--- config.mk ---
export PLATFORM = sky130hd
export DESIGN_NAME = pcdp_loop
export DESIGN_NICKNAME = d
export VERILOG_FILES = /design/src/pkg/pcdp_pkg.sv /design/src/verilog/pcdp_kdiv.sv /design/src/verilog/pcdp_loop.sv
export SDC_FILE = /design/constraint.sdc
export NUM_CORES = 1
export LEC_CHECK = 0
export BUFFER_PORTS_ARGS = -buffer_cell sky130_fd_sc_hd__buf_4
export CAP_MARGIN = 15
export CELL_PAD_IN_SITES_DETAIL_PLACEMENT = 0
export CELL_PAD_IN_SITES_GLOBAL_PLACEMENT = 1
export CORE_MARGIN = 2
export CORE_UTILIZATION = 38
export DETAILED_ROUTE_END_ITERATION = 7
export HOLD_SLACK_MARGIN = 0.12
export PLACE_DENSITY_LB_ADDON = 0.1
export SLEW_MARGIN = 40
export SYNTH_ARGS = -nofsm -noshare
export SYNTH_HDL_FRONTEND = slang
export SYNTH_SLANG_ARGS = --single-unit
export TNS_END_PERCENT = 1
--- constraint.sdc ---
create_clock -name i_clk -period 2.9 [get_ports i_clk]
set_clock_uncertainty 0.05 [all_clocks]
set_input_delay 0.145 -clock i_clk [delete_from_list [all_inputs] [get_ports i_clk]]
set_output_delay 0.145 -clock i_clk [all_outputs]
set_load 0.05 [all_outputs]
--- src/pkg/pcdp_pkg.sv ---
// Purpose: shared constants and types of the loop control block
// Assumes: 125 MHz fabric clock, 32-bit classic wishbone register bus
// Notes:   byte addresses are word aligned
package pcdp_pkg;
    // timing
    localparam int unsigned CLK_MHZ      = 125;
    localparam int unsigned LOSS_NS      = 1000;
    localparam int unsigned LOSS_CYC     = LOSS_NS * CLK_MHZ / 1000;
    localparam int unsigned LOCK_GOOD_N  = 8;

    // phase wheel of the internal oscillator
    localparam int unsigned PH_W         = 4;
    localparam logic [3:0]  PH_HALF      = 4'h8;

    // register offsets
    localparam int unsigned ADR_W        = 8;
    localparam logic [7:0]  REG_CTRL     = 8'h00;
    localparam logic [7:0]  REG_KDIV     = 8'h04;
    localparam logic [7:0]  REG_STAT     = 8'h08;
    localparam logic [7:0]  REG_ISTAT    = 8'h0c;
    localparam logic [7:0]  REG_ICLR     = 8'h10;
    localparam logic [7:0]  REG_IEN      = 8'h14;

    // control register fields
    localparam int unsigned CTRL_FB_LSB  = 0;
    localparam int unsigned CTRL_DEL_LSB = 4;
    localparam int unsigned CTRL_LEAD    = 7;
    localparam int unsigned CTRL_PH_LSB  = 8;
    localparam int unsigned CTRL_DTY_LSB = 12;
    localparam logic [31:0] CTRL_RST     = 32'h0000_8000;
    localparam logic [31:0] CTRL_MASK    = 32'h0000_fff3;

    // feedback sources
    localparam logic [1:0]  FB_INT       = 2'h0;
    localparam logic [1:0]  FB_NET       = 2'h1;

    // secondary divider
    localparam int unsigned KDIV_W       = 8;
    localparam logic [7:0]  KDIV_RST     = 8'h02;

    // status and interrupt fields
    localparam int unsigned STAT_LOCK    = 0;
    localparam int unsigned STAT_ST_LSB  = 1;
    localparam int unsigned STAT_AP_LSB  = 4;
    localparam int unsigned IRQ_W        = 2;
    localparam int unsigned IRQ_ACQ      = 0;
    localparam int unsigned IRQ_LOST     = 1;

    typedef enum logic [1:0] {
        PCDP_UNLOCKED,
        PCDP_ACQUIRE,
        PCDP_LOCKED
    } pcdp_lock_t;
endpackage

--- src/verilog/pcdp_kdiv.sv ---
// Purpose: secondary divider, one output toggle per i_div input edges
// Assumes: i_tick marks each edge of the undivided clock
// Notes:   a divisor of zero acts as one
`timescale 1ns/1ps
module pcdp_kdiv #(
    parameter int unsigned W = 8
) (
    input  wire logic         i_clk,
    input  wire logic         i_nrst,
    input  wire logic         i_clr,
    input  wire logic         i_tick,
    input  wire logic [W-1:0] i_div,
    output logic              o_clk
);
    typedef struct packed {
        logic [W-1:0] cnt;
        logic         clk;
    } pcdp_kdiv_t;

    pcdp_kdiv_t q_r;
    pcdp_kdiv_t q_nxt;

    always_comb begin
        q_nxt = q_r;
        if (i_clr) begin
            q_nxt = '0;
        end else if (i_tick) begin
            if (i_div == '0 || q_r.cnt >= i_div - W'(1)) begin
                q_nxt.cnt = '0;
                q_nxt.clk = ~q_r.clk;
            end else begin
                q_nxt.cnt = q_r.cnt + W'(1);
            end
        end
    end

    always_ff @(posedge i_clk) begin
        if (!i_nrst) begin
            q_r <= '0;
        end else begin
            q_r <= q_nxt;
        end
    end

    assign o_clk = q_r.clk;
endmodule

--- src/verilog/pcdp_loop.sv ---
// Purpose: control and status of a phase-locked loop with delay, phase and duty control
// Assumes: all pins synchronous to i_clk; oscillator modelled as a phase wheel on i_clk
// Notes:   GENERAL_LOOP=0 gives the standard variant without delay control
`timescale 1ns/1ps
module pcdp_loop #(
    parameter bit          GENERAL_LOOP = 1'b1,
    parameter int unsigned LOCK_N       = pcdp_pkg::LOCK_GOOD_N,
    parameter int unsigned LOSS_CYC     = pcdp_pkg::LOSS_CYC
) (
    input  wire logic        i_clk,
    input  wire logic        i_nrst,
    input  wire logic        i_ref_clk_in,
    input  wire logic        i_feedback_clk_in,
    input  wire logic        i_main_reset,
    input  wire logic        i_secondary_div_reset,
    input  wire logic        i_delay_source_select,
    input  wire logic        i_delay_zero_force,
    input  wire logic        i_delay_lead_lag_select,
    input  wire logic [2:0]  i_delay_amount,
    input  wire logic        i_phase_duty_adjust_mode,
    input  wire logic [3:0]  i_phase_adjust_sel,
    input  wire logic [3:0]  i_duty_cycle_sel,
    input  wire logic        i_wb_cyc,
    input  wire logic        i_wb_stb,
    input  wire logic        i_wb_we,
    input  wire logic [7:0]  i_wb_adr,
    input  wire logic [31:0] i_wb_dat,
    input  wire logic [3:0]  i_wb_sel,
    output logic [31:0]      o_wb_dat,
    output logic             o_wb_ack,
    output logic             o_primary_clk_out,
    output logic             o_shifted_clk_out,
    output logic             o_divided_clk_out,
    output logic             o_lock,
    output logic             o_irq
);
    localparam int unsigned GW = $clog2(LOCK_N + 1);
    localparam int unsigned TW = $clog2(LOSS_CYC + 1);
    localparam int unsigned PW = pcdp_pkg::PH_W;

    typedef struct packed {
        pcdp_pkg::pcdp_lock_t  st;
        logic [PW-1:0]         ph;
        logic                  prim;
        logic                  shft;
        logic                  net;
        logic                  ref_q;
        logic                  fb_q;
        logic [1:0]            fb_seen;
        logic [GW-1:0]         good;
        logic [TW-1:0]         wdog;
        logic                  lock;
        logic [PW-1:0]         apply;
        logic [31:0]           ctrl;
        logic [pcdp_pkg::KDIV_W-1:0] kdiv;
        logic [pcdp_pkg::IRQ_W-1:0]  ist;
        logic [pcdp_pkg::IRQ_W-1:0]  ien;
        logic                  ack;
        logic [31:0]           dat;
        logic                  irq;
    } pcdp_state_t;

    pcdp_state_t q_r;
    pcdp_state_t q_nxt;

    logic       div_clk;
    logic       prim_tick;
    logic       fb_now;
    logic       fb_edge;
    logic       ref_edge;
    logic       win_good;
    logic [2:0] del_amt;
    logic       del_lead;
    logic [3:0] ph_sel;
    logic [3:0] dty_sel;
    logic [3:0] shift;
    logic [3:0] pos;
    logic [pcdp_pkg::IRQ_W-1:0] ev;
    logic       wr;
    logic [31:0] rd;

    function automatic logic [31:0] lanes(input logic [31:0] old, input logic [31:0] nw,
                                          input logic [3:0] sel);
        logic [31:0] r;
        r = old;
        for (int i = 0; i < 4; i++) begin
            if (sel[i]) begin
                r[i*8 +: 8] = nw[i*8 +: 8];
            end
        end
        return r;
    endfunction

    always_comb begin
        q_nxt = q_r;
        ev    = '0;
        // feedback source
        case (q_r.ctrl[pcdp_pkg::CTRL_FB_LSB +: 2])
            pcdp_pkg::FB_INT: fb_now = q_r.prim;
            pcdp_pkg::FB_NET: fb_now = q_r.net;
            default:          fb_now = i_feedback_clk_in;
        endcase
        fb_edge  = fb_now & ~q_r.fb_q;
        ref_edge = i_ref_clk_in & ~q_r.ref_q;
        // delay source and value
        if (i_delay_source_select) begin
            del_amt  = i_delay_amount;
            del_lead = i_delay_lead_lag_select;
        end else begin
            del_amt  = q_r.ctrl[pcdp_pkg::CTRL_DEL_LSB +: 3];
            del_lead = q_r.ctrl[pcdp_pkg::CTRL_LEAD];
        end
        if (!GENERAL_LOOP || i_delay_zero_force) begin
            q_nxt.apply = '0;
        end else if (del_lead) begin
            q_nxt.apply = PW'(4'h0 - {1'b0, del_amt});
        end else begin
            q_nxt.apply = {1'b0, del_amt};
        end
        // phase and duty source
        if (i_phase_duty_adjust_mode) begin
            ph_sel  = i_phase_adjust_sel;
            dty_sel = i_duty_cycle_sel;
        end else begin
            ph_sel  = q_r.ctrl[pcdp_pkg::CTRL_PH_LSB +: 4];
            dty_sel = q_r.ctrl[pcdp_pkg::CTRL_DTY_LSB +: 4];
        end
        shift = PW'(ph_sel + q_r.apply);
        // oscillator wheel and outputs
        q_nxt.ph   = PW'(q_r.ph + PW'(1));
        // outputs follow the current wheel step so the first high phase after reset is full
        q_nxt.prim = (q_r.ph < pcdp_pkg::PH_HALF);
        pos        = PW'(q_r.ph - shift);
        q_nxt.shft = (pos < dty_sel);
        q_nxt.net  = q_r.prim;
        q_nxt.fb_q = fb_now;
        q_nxt.ref_q = i_ref_clk_in;
        // lock detector: one feedback edge per reference period
        win_good = (q_r.fb_seen == 2'h0) ? fb_edge : (q_r.fb_seen == 2'h1) && !fb_edge;
        if (ref_edge) begin
            q_nxt.fb_seen = 2'h0;
            q_nxt.wdog    = '0;
        end else begin
            if (fb_edge && q_r.fb_seen != 2'h2) begin
                q_nxt.fb_seen = q_r.fb_seen + 2'h1;
            end
            if (q_r.wdog != TW'(LOSS_CYC)) begin
                q_nxt.wdog = TW'(q_r.wdog + TW'(1));
            end
        end
        case (q_r.st)
            pcdp_pkg::PCDP_UNLOCKED: begin
                q_nxt.good = '0;
                if (ref_edge && win_good) begin
                    q_nxt.st   = pcdp_pkg::PCDP_ACQUIRE;
                    q_nxt.good = GW'(1);
                end
            end
            pcdp_pkg::PCDP_ACQUIRE: begin
                if (q_r.wdog == TW'(LOSS_CYC) || (ref_edge && !win_good)) begin
                    q_nxt.st = pcdp_pkg::PCDP_UNLOCKED;
                end else if (ref_edge) begin
                    q_nxt.good = GW'(q_r.good + GW'(1));
                    if (q_r.good == GW'(LOCK_N - 1)) begin
                        q_nxt.st = pcdp_pkg::PCDP_LOCKED;
                        ev[pcdp_pkg::IRQ_ACQ] = 1'b1;
                    end
                end
            end
            pcdp_pkg::PCDP_LOCKED: begin
                if (q_r.wdog == TW'(LOSS_CYC) || (ref_edge && !win_good)) begin
                    q_nxt.st = pcdp_pkg::PCDP_UNLOCKED;
                    ev[pcdp_pkg::IRQ_LOST] = 1'b1;
                end
            end
            default: q_nxt.st = pcdp_pkg::PCDP_UNLOCKED;
        endcase
        q_nxt.lock = (q_nxt.st == pcdp_pkg::PCDP_LOCKED);
        // main reset holds the loop
        if (i_main_reset) begin
            q_nxt.ph      = '0;
            q_nxt.prim    = 1'b0;
            q_nxt.shft    = 1'b0;
            q_nxt.net     = 1'b0;
            q_nxt.fb_q    = 1'b0;
            q_nxt.fb_seen = '0;
            q_nxt.good    = '0;
            q_nxt.wdog    = '0;
            q_nxt.st      = pcdp_pkg::PCDP_UNLOCKED;
            q_nxt.lock    = 1'b0;
            ev            = '0;
        end
        // register bus
        wr = i_wb_cyc && i_wb_stb && i_wb_we && q_r.ack;
        case (i_wb_adr)
            pcdp_pkg::REG_CTRL:  rd = q_r.ctrl;
            pcdp_pkg::REG_KDIV:  rd = 32'(q_r.kdiv);
            pcdp_pkg::REG_STAT:  begin
                rd = '0;
                rd[pcdp_pkg::STAT_LOCK] = q_r.lock;
                rd[pcdp_pkg::STAT_ST_LSB +: 2] = q_r.st;
                rd[pcdp_pkg::STAT_AP_LSB +: PW] = q_r.apply;
            end
            pcdp_pkg::REG_ISTAT: rd = 32'(q_r.ist);
            pcdp_pkg::REG_IEN:   rd = 32'(q_r.ien);
            default:             rd = '0;
        endcase
        q_nxt.ack = i_wb_cyc && i_wb_stb && !q_r.ack;
        q_nxt.dat = q_nxt.ack ? rd : '0;
        if (wr && i_wb_adr == pcdp_pkg::REG_CTRL) begin
            q_nxt.ctrl = lanes(q_r.ctrl, i_wb_dat, i_wb_sel) & pcdp_pkg::CTRL_MASK;
        end
        if (wr && i_wb_adr == pcdp_pkg::REG_KDIV && i_wb_sel[0]) begin
            q_nxt.kdiv = i_wb_dat[pcdp_pkg::KDIV_W-1:0];
        end
        if (wr && i_wb_adr == pcdp_pkg::REG_IEN && i_wb_sel[0]) begin
            q_nxt.ien = i_wb_dat[pcdp_pkg::IRQ_W-1:0];
        end
        // clear then set: an event in the clearing cycle survives
        if (wr && i_wb_adr == pcdp_pkg::REG_ICLR && i_wb_sel[0]) begin
            q_nxt.ist = q_r.ist & ~i_wb_dat[pcdp_pkg::IRQ_W-1:0];
        end
        q_nxt.ist = q_nxt.ist | ev;
        q_nxt.irq = |(q_nxt.ist & q_nxt.ien);
    end

    always_ff @(posedge i_clk) begin
        if (!i_nrst) begin
            q_r      <= '0;
            q_r.st   <= pcdp_pkg::PCDP_UNLOCKED;
            q_r.ctrl <= pcdp_pkg::CTRL_RST;
            q_r.kdiv <= pcdp_pkg::KDIV_RST;
        end else begin
            q_r <= q_nxt;
        end
    end

    assign prim_tick = q_r.prim ^ q_nxt.prim;

    pcdp_kdiv #(
        .W      (pcdp_pkg::KDIV_W)
    ) u_kdiv (
        .i_clk  (i_clk),
        .i_nrst (i_nrst),
        .i_clr  (i_secondary_div_reset | i_main_reset),
        .i_tick (prim_tick),
        .i_div  (q_r.kdiv),
        .o_clk  (div_clk)
    );

    assign o_primary_clk_out = q_r.prim;
    assign o_shifted_clk_out = q_r.shft;
    assign o_divided_clk_out = div_clk;
    assign o_lock            = q_r.lock;
    assign o_irq             = q_r.irq;
    assign o_wb_ack          = q_r.ack;
    assign o_wb_dat          = q_r.dat;
endmodule

==> metrics, run 1 <==
Pleak=2.18 nW; Hold Crit Depth=2; Clock Tree Root=clkbuf_16; Max stage delay on crit path=0.35 ns; WHS Endpoint=q_r[39]; synthesized area per cell=9.41 um^2; global-route wire length before repair=16700 um; DR vias=3368; final hold slack=0.143 ns; htree depth=3; leading area contributor after synthesis=dfxtp_1; Core ar.=11400 um^2; largest family of logic cells by synthesized area=simple AND/OR/NAND/NOR gates; # resized after CTS=0; DRC viols=0; die width=112 um; top_reg_cell synth=dfxtp_1; dpl hpwl=7330 um; hold path start=i_nrst; type of origin of the critical path=flop; total die area=12400 um^2; Routed WL=9700 um; beginning of the worst register-to-register path=q_r[40]; Final Cycle Share=82.5%; crit-path cells=nor3_1 -> nand3_1 -> nor3_1 -> xnor2_1 -> ha_1 -> and4_1 -> and2_1 -> nand3_1 -> a31oi_1 -> buf_4 -> nor2_1; top cell type's share of synthesized area=37.3%; fmax=418 MHz; type of the worst setup path=reg2reg; Max-slew headroom=59.8%; Rows=39; Initial Utilization=38.7%; port bufs=71; clock latency on the worst-skew pair=0.33 ns; largest net degree at the start of global routing=34; Global Route Usage Sum=16.6%; clk buf depth=2; ys async rst share=0%; Reg2Reg Depth=11; status=completed; fin cells=696; register area share after synthesis=37.3%; Setup Buffers After CTS=0; CTS Sinks=82; nets@finish=644; post-synth cell types=54; Routability Congestion=0.756; crit path max fanout=7; worst-margin pin slew=0.588 ns; CTS tree=built; register bit total from synthesis=82; FF-to-FF End=u_kdiv.q_r[1]; final worst slack=0.508 ns; drt pass-1 iters=4; CP max-delay cell=dfxtp_1; post-synthesis simple-gate area fraction=21.9%; Place WS=0.461 ns; Via-to-Cell Ratio=4.84; R2R Setup Slk=0.51 ns; Hold Crit Class=in2reg; cell area after synthesis=4400 um^2; Synth Area in Compound Gates=7.74%; Final Hold Viols=0; Area growth, synth to finish=23.5%; TritonCTS Buffers=9; die height=112 um; Post-Place Cells=655; CTS clk-pin slew, worst paths=0.06 ns; fillcell total=1113; final core utilization=47.8%; post-layout min period=2.39 ns; post-place instance area=4900 um^2; mux cell area share after synthesis=10.8%; worst endpoint required time=3.08 ns; Mapped Cells=467; Final Setup Violations=0; Antenna Nets Post-Route=0; initial antenna violation count=0; Adder-Cell Fraction of Synth Area=8.20%; Ports=106; Antenna diodes=0; CTS hold repair buffers=26; Initial DRC Count=126; final instance area=5430 um^2; share of layout cells above drive strength 1=17.7%; max cap viols=0; Final Power=2.51 mW; XOR/XNOR Fraction of Synth Area=5.98%; WL per Instance=13.9 um; endpoint class of the critical path=flop; Arr. time, crit path=2.57 ns; RSZ-0062 raised after global routing=no; vias in the first global route=3453; Crit. Startpoint=q_r[40]; Power Dens Cells=462 nW/um^2; Area contributors post-synth=dfxtp_1 (37%), mux2i_1 (9.6%), ha_1 (6.8%); total grt overflow=0; worst vdd ir=0.253 mV; Slew Viols, Final=0; Post-Route Setup TNS=0 ns; YS warnings=0; EDFF count, synth=0
-- kinds of logic after synthesis --
kind of cell    after synthesis
fa+ha+maj                    27
mux                          45
compound gates               50
buf+inv                      61
flops                        82
xor+xnor                     30
simple gates                171
other cells                   1
-- report_power, final --
part	internal, mW	switching [mW]
Clock	0.621	0.436
Sequential	1.14	0.0109
Combinational	0.135	0.166
-- cell usage after synthesis, types with 2 or more instances --
library cell / count
a211o_1: 4
or2_2: 3
inv_1: 18
a211oi_1: 5
a21oi_1: 17
o21ai_0: 3
nor2b_1: 27
buf_4: 32
and4_1: 4
dfxtp_1: 82
o21a_1: 2
ha_1: 24
nand4_1: 9
mux4_2: 2
nand4b_1: 2
and2_1: 14
xor2_1: 14
a21o_1: 2
nand2_1: 17
o31ai_1: 3
fa_1: 3
xnor2_1: 16
nand2b_1: 9
mux2i_1: 42
and3_1: 6
nand3_1: 12
a22oi_1: 2
nor3b_1: 4
clkbuf_1: 10
nor3_1: 12
nor2_1: 42
a31oi_1: 2
o211ai_1: 2
-- layer usage --
metal / track usage, % / vias to the layer above / wire, um / share of wire [%]
met5: 0 / - / 0 / 0
met4: 7.00 / 0 / 221 / 2.3
met3: 2.99 / 15 / 340 / 3.5
met2: 25.8 / 64 / 4230 / 44
met1: 22.8 / 1547 / 4910 / 51
li1: - / 1742 / - / -
-- critical path: cells and delay by family, from the launching register on --
family	cells	cell delay [ns]
and+or+nand+nor	7	1.13
adders and majority gates	1	0.29
buffers and inverters	1	0.17
xor gates and xnor gates	1	0.10
DFF	1	0.35
AOI/OAI and AO/OA	1	0.20
-- placed cells by master, fill, tap and decap left out, types with 3 or more instances in the layout --
master         instances
dfxtp_1               82
buf_4                 73
mux2i_1               42
nor2_1                42
nor2b_1               27
dlygate4sd3_1         26
ha_1                  24
inv_1                 18
a21oi_1               17
nand2_1               17
xnor2_1               16
conb_1                16
xor2_1                14
and2_1                14
nor3_1                12
nand3_1               12
nand2b_1               9
nand4_1                9
clkbuf_16              9
and3_1                 6
a211oi_1               5
and4_1                 4
a211o_1                4
nor3b_1                4
or2_2                  3
o21ai_0                3
o31ai_1                3
fa_1                   3
-- layout make-up --
type	instances	area [um^2]	area share, %
Multi-Input combinational cell	339	2460	45.3
Sequential cell	82	1640	30.2
Timing Repair Buffer	99	808	14.9
Clock buffer	13	260	4.79
Tap cell	143	179	3.29
Inverter	18	67.6	1.24
Clock inverter	2	12.5	0.230
-- registers in the layout (all words and copies together) (netlist names) --
signal,cells
q_r,52
o_wb_dat,16
u_kdiv.q_r,8
o_irq,1
o_lock,1
o_primary_clk_out,1
o_shifted_clk_out,1
o_wb_ack,1
u_kdiv.o_clk,1
-- worst max path at each step --
stage                        end  slack [ns]
3_3_place_gp   o_shifted_clk_out        0.47
5_1_grt            u_kdiv.q_r[1]        0.21
4_1_cts            u_kdiv.q_r[1]        0.46
6_report           u_kdiv.q_r[1]        0.51
3_5_place_dp   o_shifted_clk_out        0.46
2_1_floorplan  o_shifted_clk_out        0.36
Power figures use the tool's default switching activity.
==> run 2, diff against run 1 <==
==> constraint.sdc (replaced) <==
create_clock -name i_clk -period 2.3 [get_ports i_clk]
set_clock_uncertainty 0.05 [all_clocks]
set_input_delay 0.115 -clock i_clk [delete_from_list [all_inputs] [get_ports i_clk]]
set_output_delay 0.115 -clock i_clk [all_outputs]
set_load 0.05 [all_outputs]
==> run 2 against run 1 <==
Against the previous run: largest cell class unchanged; maximum frequency grew 6.9%; non-clock buffer count up 23; critical endpoint is now o_shifted_clk_out; hold slack worse by 0.0046 ns.
==> metrics, run 2 (synthesis gave the netlist of run 1 again) <==
largest net degree at the start of global routing=31 (-8.8%); drt pass-1 iters=4 (unchanged); Initial Utilization=38.7% (unchanged); Switching Power=0.837 mW (+37%); Final Hold Viols=0 (unchanged); DRC viols=0 (unchanged); Rows=39 (unchanged); type of origin of the critical path=flop; Hold Crit Class=in2reg; Flop pwr share=42.0% (-3.8 points); hold path start=i_delay_amount[2]; Global Route Usage Sum=16.9% (+0.31 points); global-route wire length before repair=17000 um (+1.9%); Final Setup Violations=0 (unchanged); initial antenna violation count=0 (unchanged); Antenna Nets Post-Route=0 (unchanged); CTS Sinks=82 (unchanged); Slew Viols, Final=0 (unchanged); status=completed; type of the worst setup path=reg2reg; Pleak=2.34 nW (+7.4%); htree depth=3 (unchanged); worst vdd ir=0.294 mV (+16%); Final Power=3.45 mW (+38%); clk buf depth=2 (unchanged); switching share of power=24.3% (-0.16 points); Power Dens Cells=600 nW/um^2 (+30%); Max stage delay on crit path=0.44 ns (+0.09 ns); CTS tree=built; Ports=106 (unchanged); clock latency on the worst-skew pair=0.33 ns (about the same); vias in the first global route=3542 (+2.6%); worst endpoint required time=2.51 ns (-0.57 ns); Via-to-Cell Ratio=4.83 (-0.15%); commonest non-fill, non-tap cell in the layout=buf_4; CTS clk-pin slew, worst paths=0.07 ns (about the same); Reg with most FFs=q_r; Max-slew headroom=58.4% (-1.3 points); Antenna diodes=0 (unchanged); final instance area=5750 um^2 (+5.8%); max cap viols=0 (unchanged); total grt overflow=0 (unchanged); post-place instance area=5070 um^2 (+3.5%); CP max-delay cell=fa_1; Area growth, synth to finish=30.7%; dpl hpwl=7700 um (+5.0%); Reg2Reg Depth=9 (-2); WL per Instance=14.1 um (+1.4%); part of the power in combinational logic=11.8% (-0.2 points); Clock Tree Root=clkbuf_16; Core ar.=11400 um^2 (unchanged); crit path max fanout=2 (-5); Hold Crit Depth=3 (+1); worst-margin pin slew=0.621 ns (+0.0333 ns); die width=112 um (unchanged); endpoint class of the critical path=flop; share of layout cells above drive strength 1=24.8% (+7.1 points); R2R Setup Slk=0.06 ns (-0.45 ns); Final Cycle Share=97.3% (+15 points); beginning of the worst register-to-register path=q_r[55]; die height=112 um (unchanged); fmax=447 MHz (+6.9%); Arr. time, crit path=2.44 ns (-0.13 ns); RSZ-0062 raised after global routing=yes; P_int=2.61 mW (+38%); post-layout min period=2.24 ns (-0.154 ns); number of flip-flops in the largest register=52 (unchanged); Routability Congestion=0.805 (+6.5%); Setup Buffers After CTS=0 (unchanged); Routed WL=10200 um (+4.9%); TritonCTS Buffers=9 (unchanged); total die area=12400 um^2 (unchanged); crit-path cells=mux2_4 -> ha_4 -> inv_2 -> fa_1 -> ha_1 -> o21a_1 -> o21ai_1 -> nand2b_1 -> a211oi_2; WHS Endpoint=q_r[81]; Clock power frac=46.2% (+4.0 points); DR vias=3479 (+3.3%); FF-to-FF End=o_shifted_clk_out; port bufs=71 (unchanged); most frequent cells in the layout=buf_4 (96), dfxtp_1 (80), mux2i_1 (42), nor2_1 (39), nor2b_1 (27); nets@finish=667 (+3.6%); Initial DRC Count=122 (-3.2%)
==> run 2: cell types whose count changed in the layout (fill, tap and decap cells not counted), sizes merged <==
cell | before | now
inv | 18 | 20
clkbuf | 13 | 11
clkinv | 1 | 0
buf | 73 | 96
bufinv | 0 | 2
==> run 2: how the worst max path moves through the flow <==
stage          slack (ns)  cells past startpoint           endpoint                     start
6_report             0.06                      9  o_shifted_clk_out                   q_r[55]
5_1_grt             -0.07                     11      u_kdiv.q_r[1]                   q_r[42]
4_1_cts             0.007                      9  o_shifted_clk_out                   q_r[55]
3_5_place_dp        -0.05                     10  o_shifted_clk_out  i_phase_duty_adjust_mode
3_3_place_gp        0.003                     10  o_shifted_clk_out  i_phase_duty_adjust_mode
2_1_floorplan        0.02                     10      u_kdiv.q_r[1]                   q_r[40]
==> run 2: layout make-up <==
| type | instances | area, um^2 |
|---|---|---|
| clock buffers | 11 | 243 |
| flip-flops and latches | 82 | 1640 |
| clock inverters | 5 | 85.1 |
| multi-input cells | 339 | 2550 |
| repair buffers | 122 | 981 |
| well taps | 143 | 179 |
| fillers | 1113 | 5620 |
| inverters | 18 | 67.6 |
==> run 2: what timing repair did <==
action / 4_1_cts / 5_1_grt
resized for setup: 6 / 19
endpoints found under the hold margin: 34 / 0
setup endpoints to repair: 8 / 13
pin swaps: 1 / 10
gates cloned: 0 / 0
hold buffers: 26 / 0
==> run 2: critical path: cells and delay by family (launching register included) <==
family	cells	cell delay, ns
simple gates	1	0.08
compound gates	3	0.43
flops	1	0.32
buf+inv	1	0.03
mux	1	0.28
fa+ha+maj	3	0.98
==> run 2: metrics by stage <==
stage,cells,hold WS (ns),TNS (ns),setup slack [ns],utilization (%)
floorplan,482,0.187,0,0.0212,-
global placement,678,0.280,0,0.00322,44.6
detailed placement,678,0.283,-0.148,-0.0478,44.6
CTS,720,0.127,0,0.00668,50.0
global route,720,0.143,-0.483,-0.0662,50.5
finish,720,0.138,0,0.0620,50.5
==> run 2: per-layer routing <==
layer  vias up  wire [um]  track usage, %
met3         8        407            4.08
met1      1595       5060            23.0
met2        82       4600            27.1
met5         -          0               0
li1       1794          -               -
met4         0        102            4.44
==> run 2: power groups by stage <==
stage / Clock (mW) / Sequential (mW) / Combinational (mW)
after floorplan: 0 / 1.49 / 0.239
after global placement: 0 / 1.48 / 0.358
after detailed placement: 0 / 1.48 / 0.363
after CTS: 1.64 / 1.45 / 0.401
after global routing: 1.70 / 1.45 / 0.447
final: 1.59 / 1.45 / 0.408
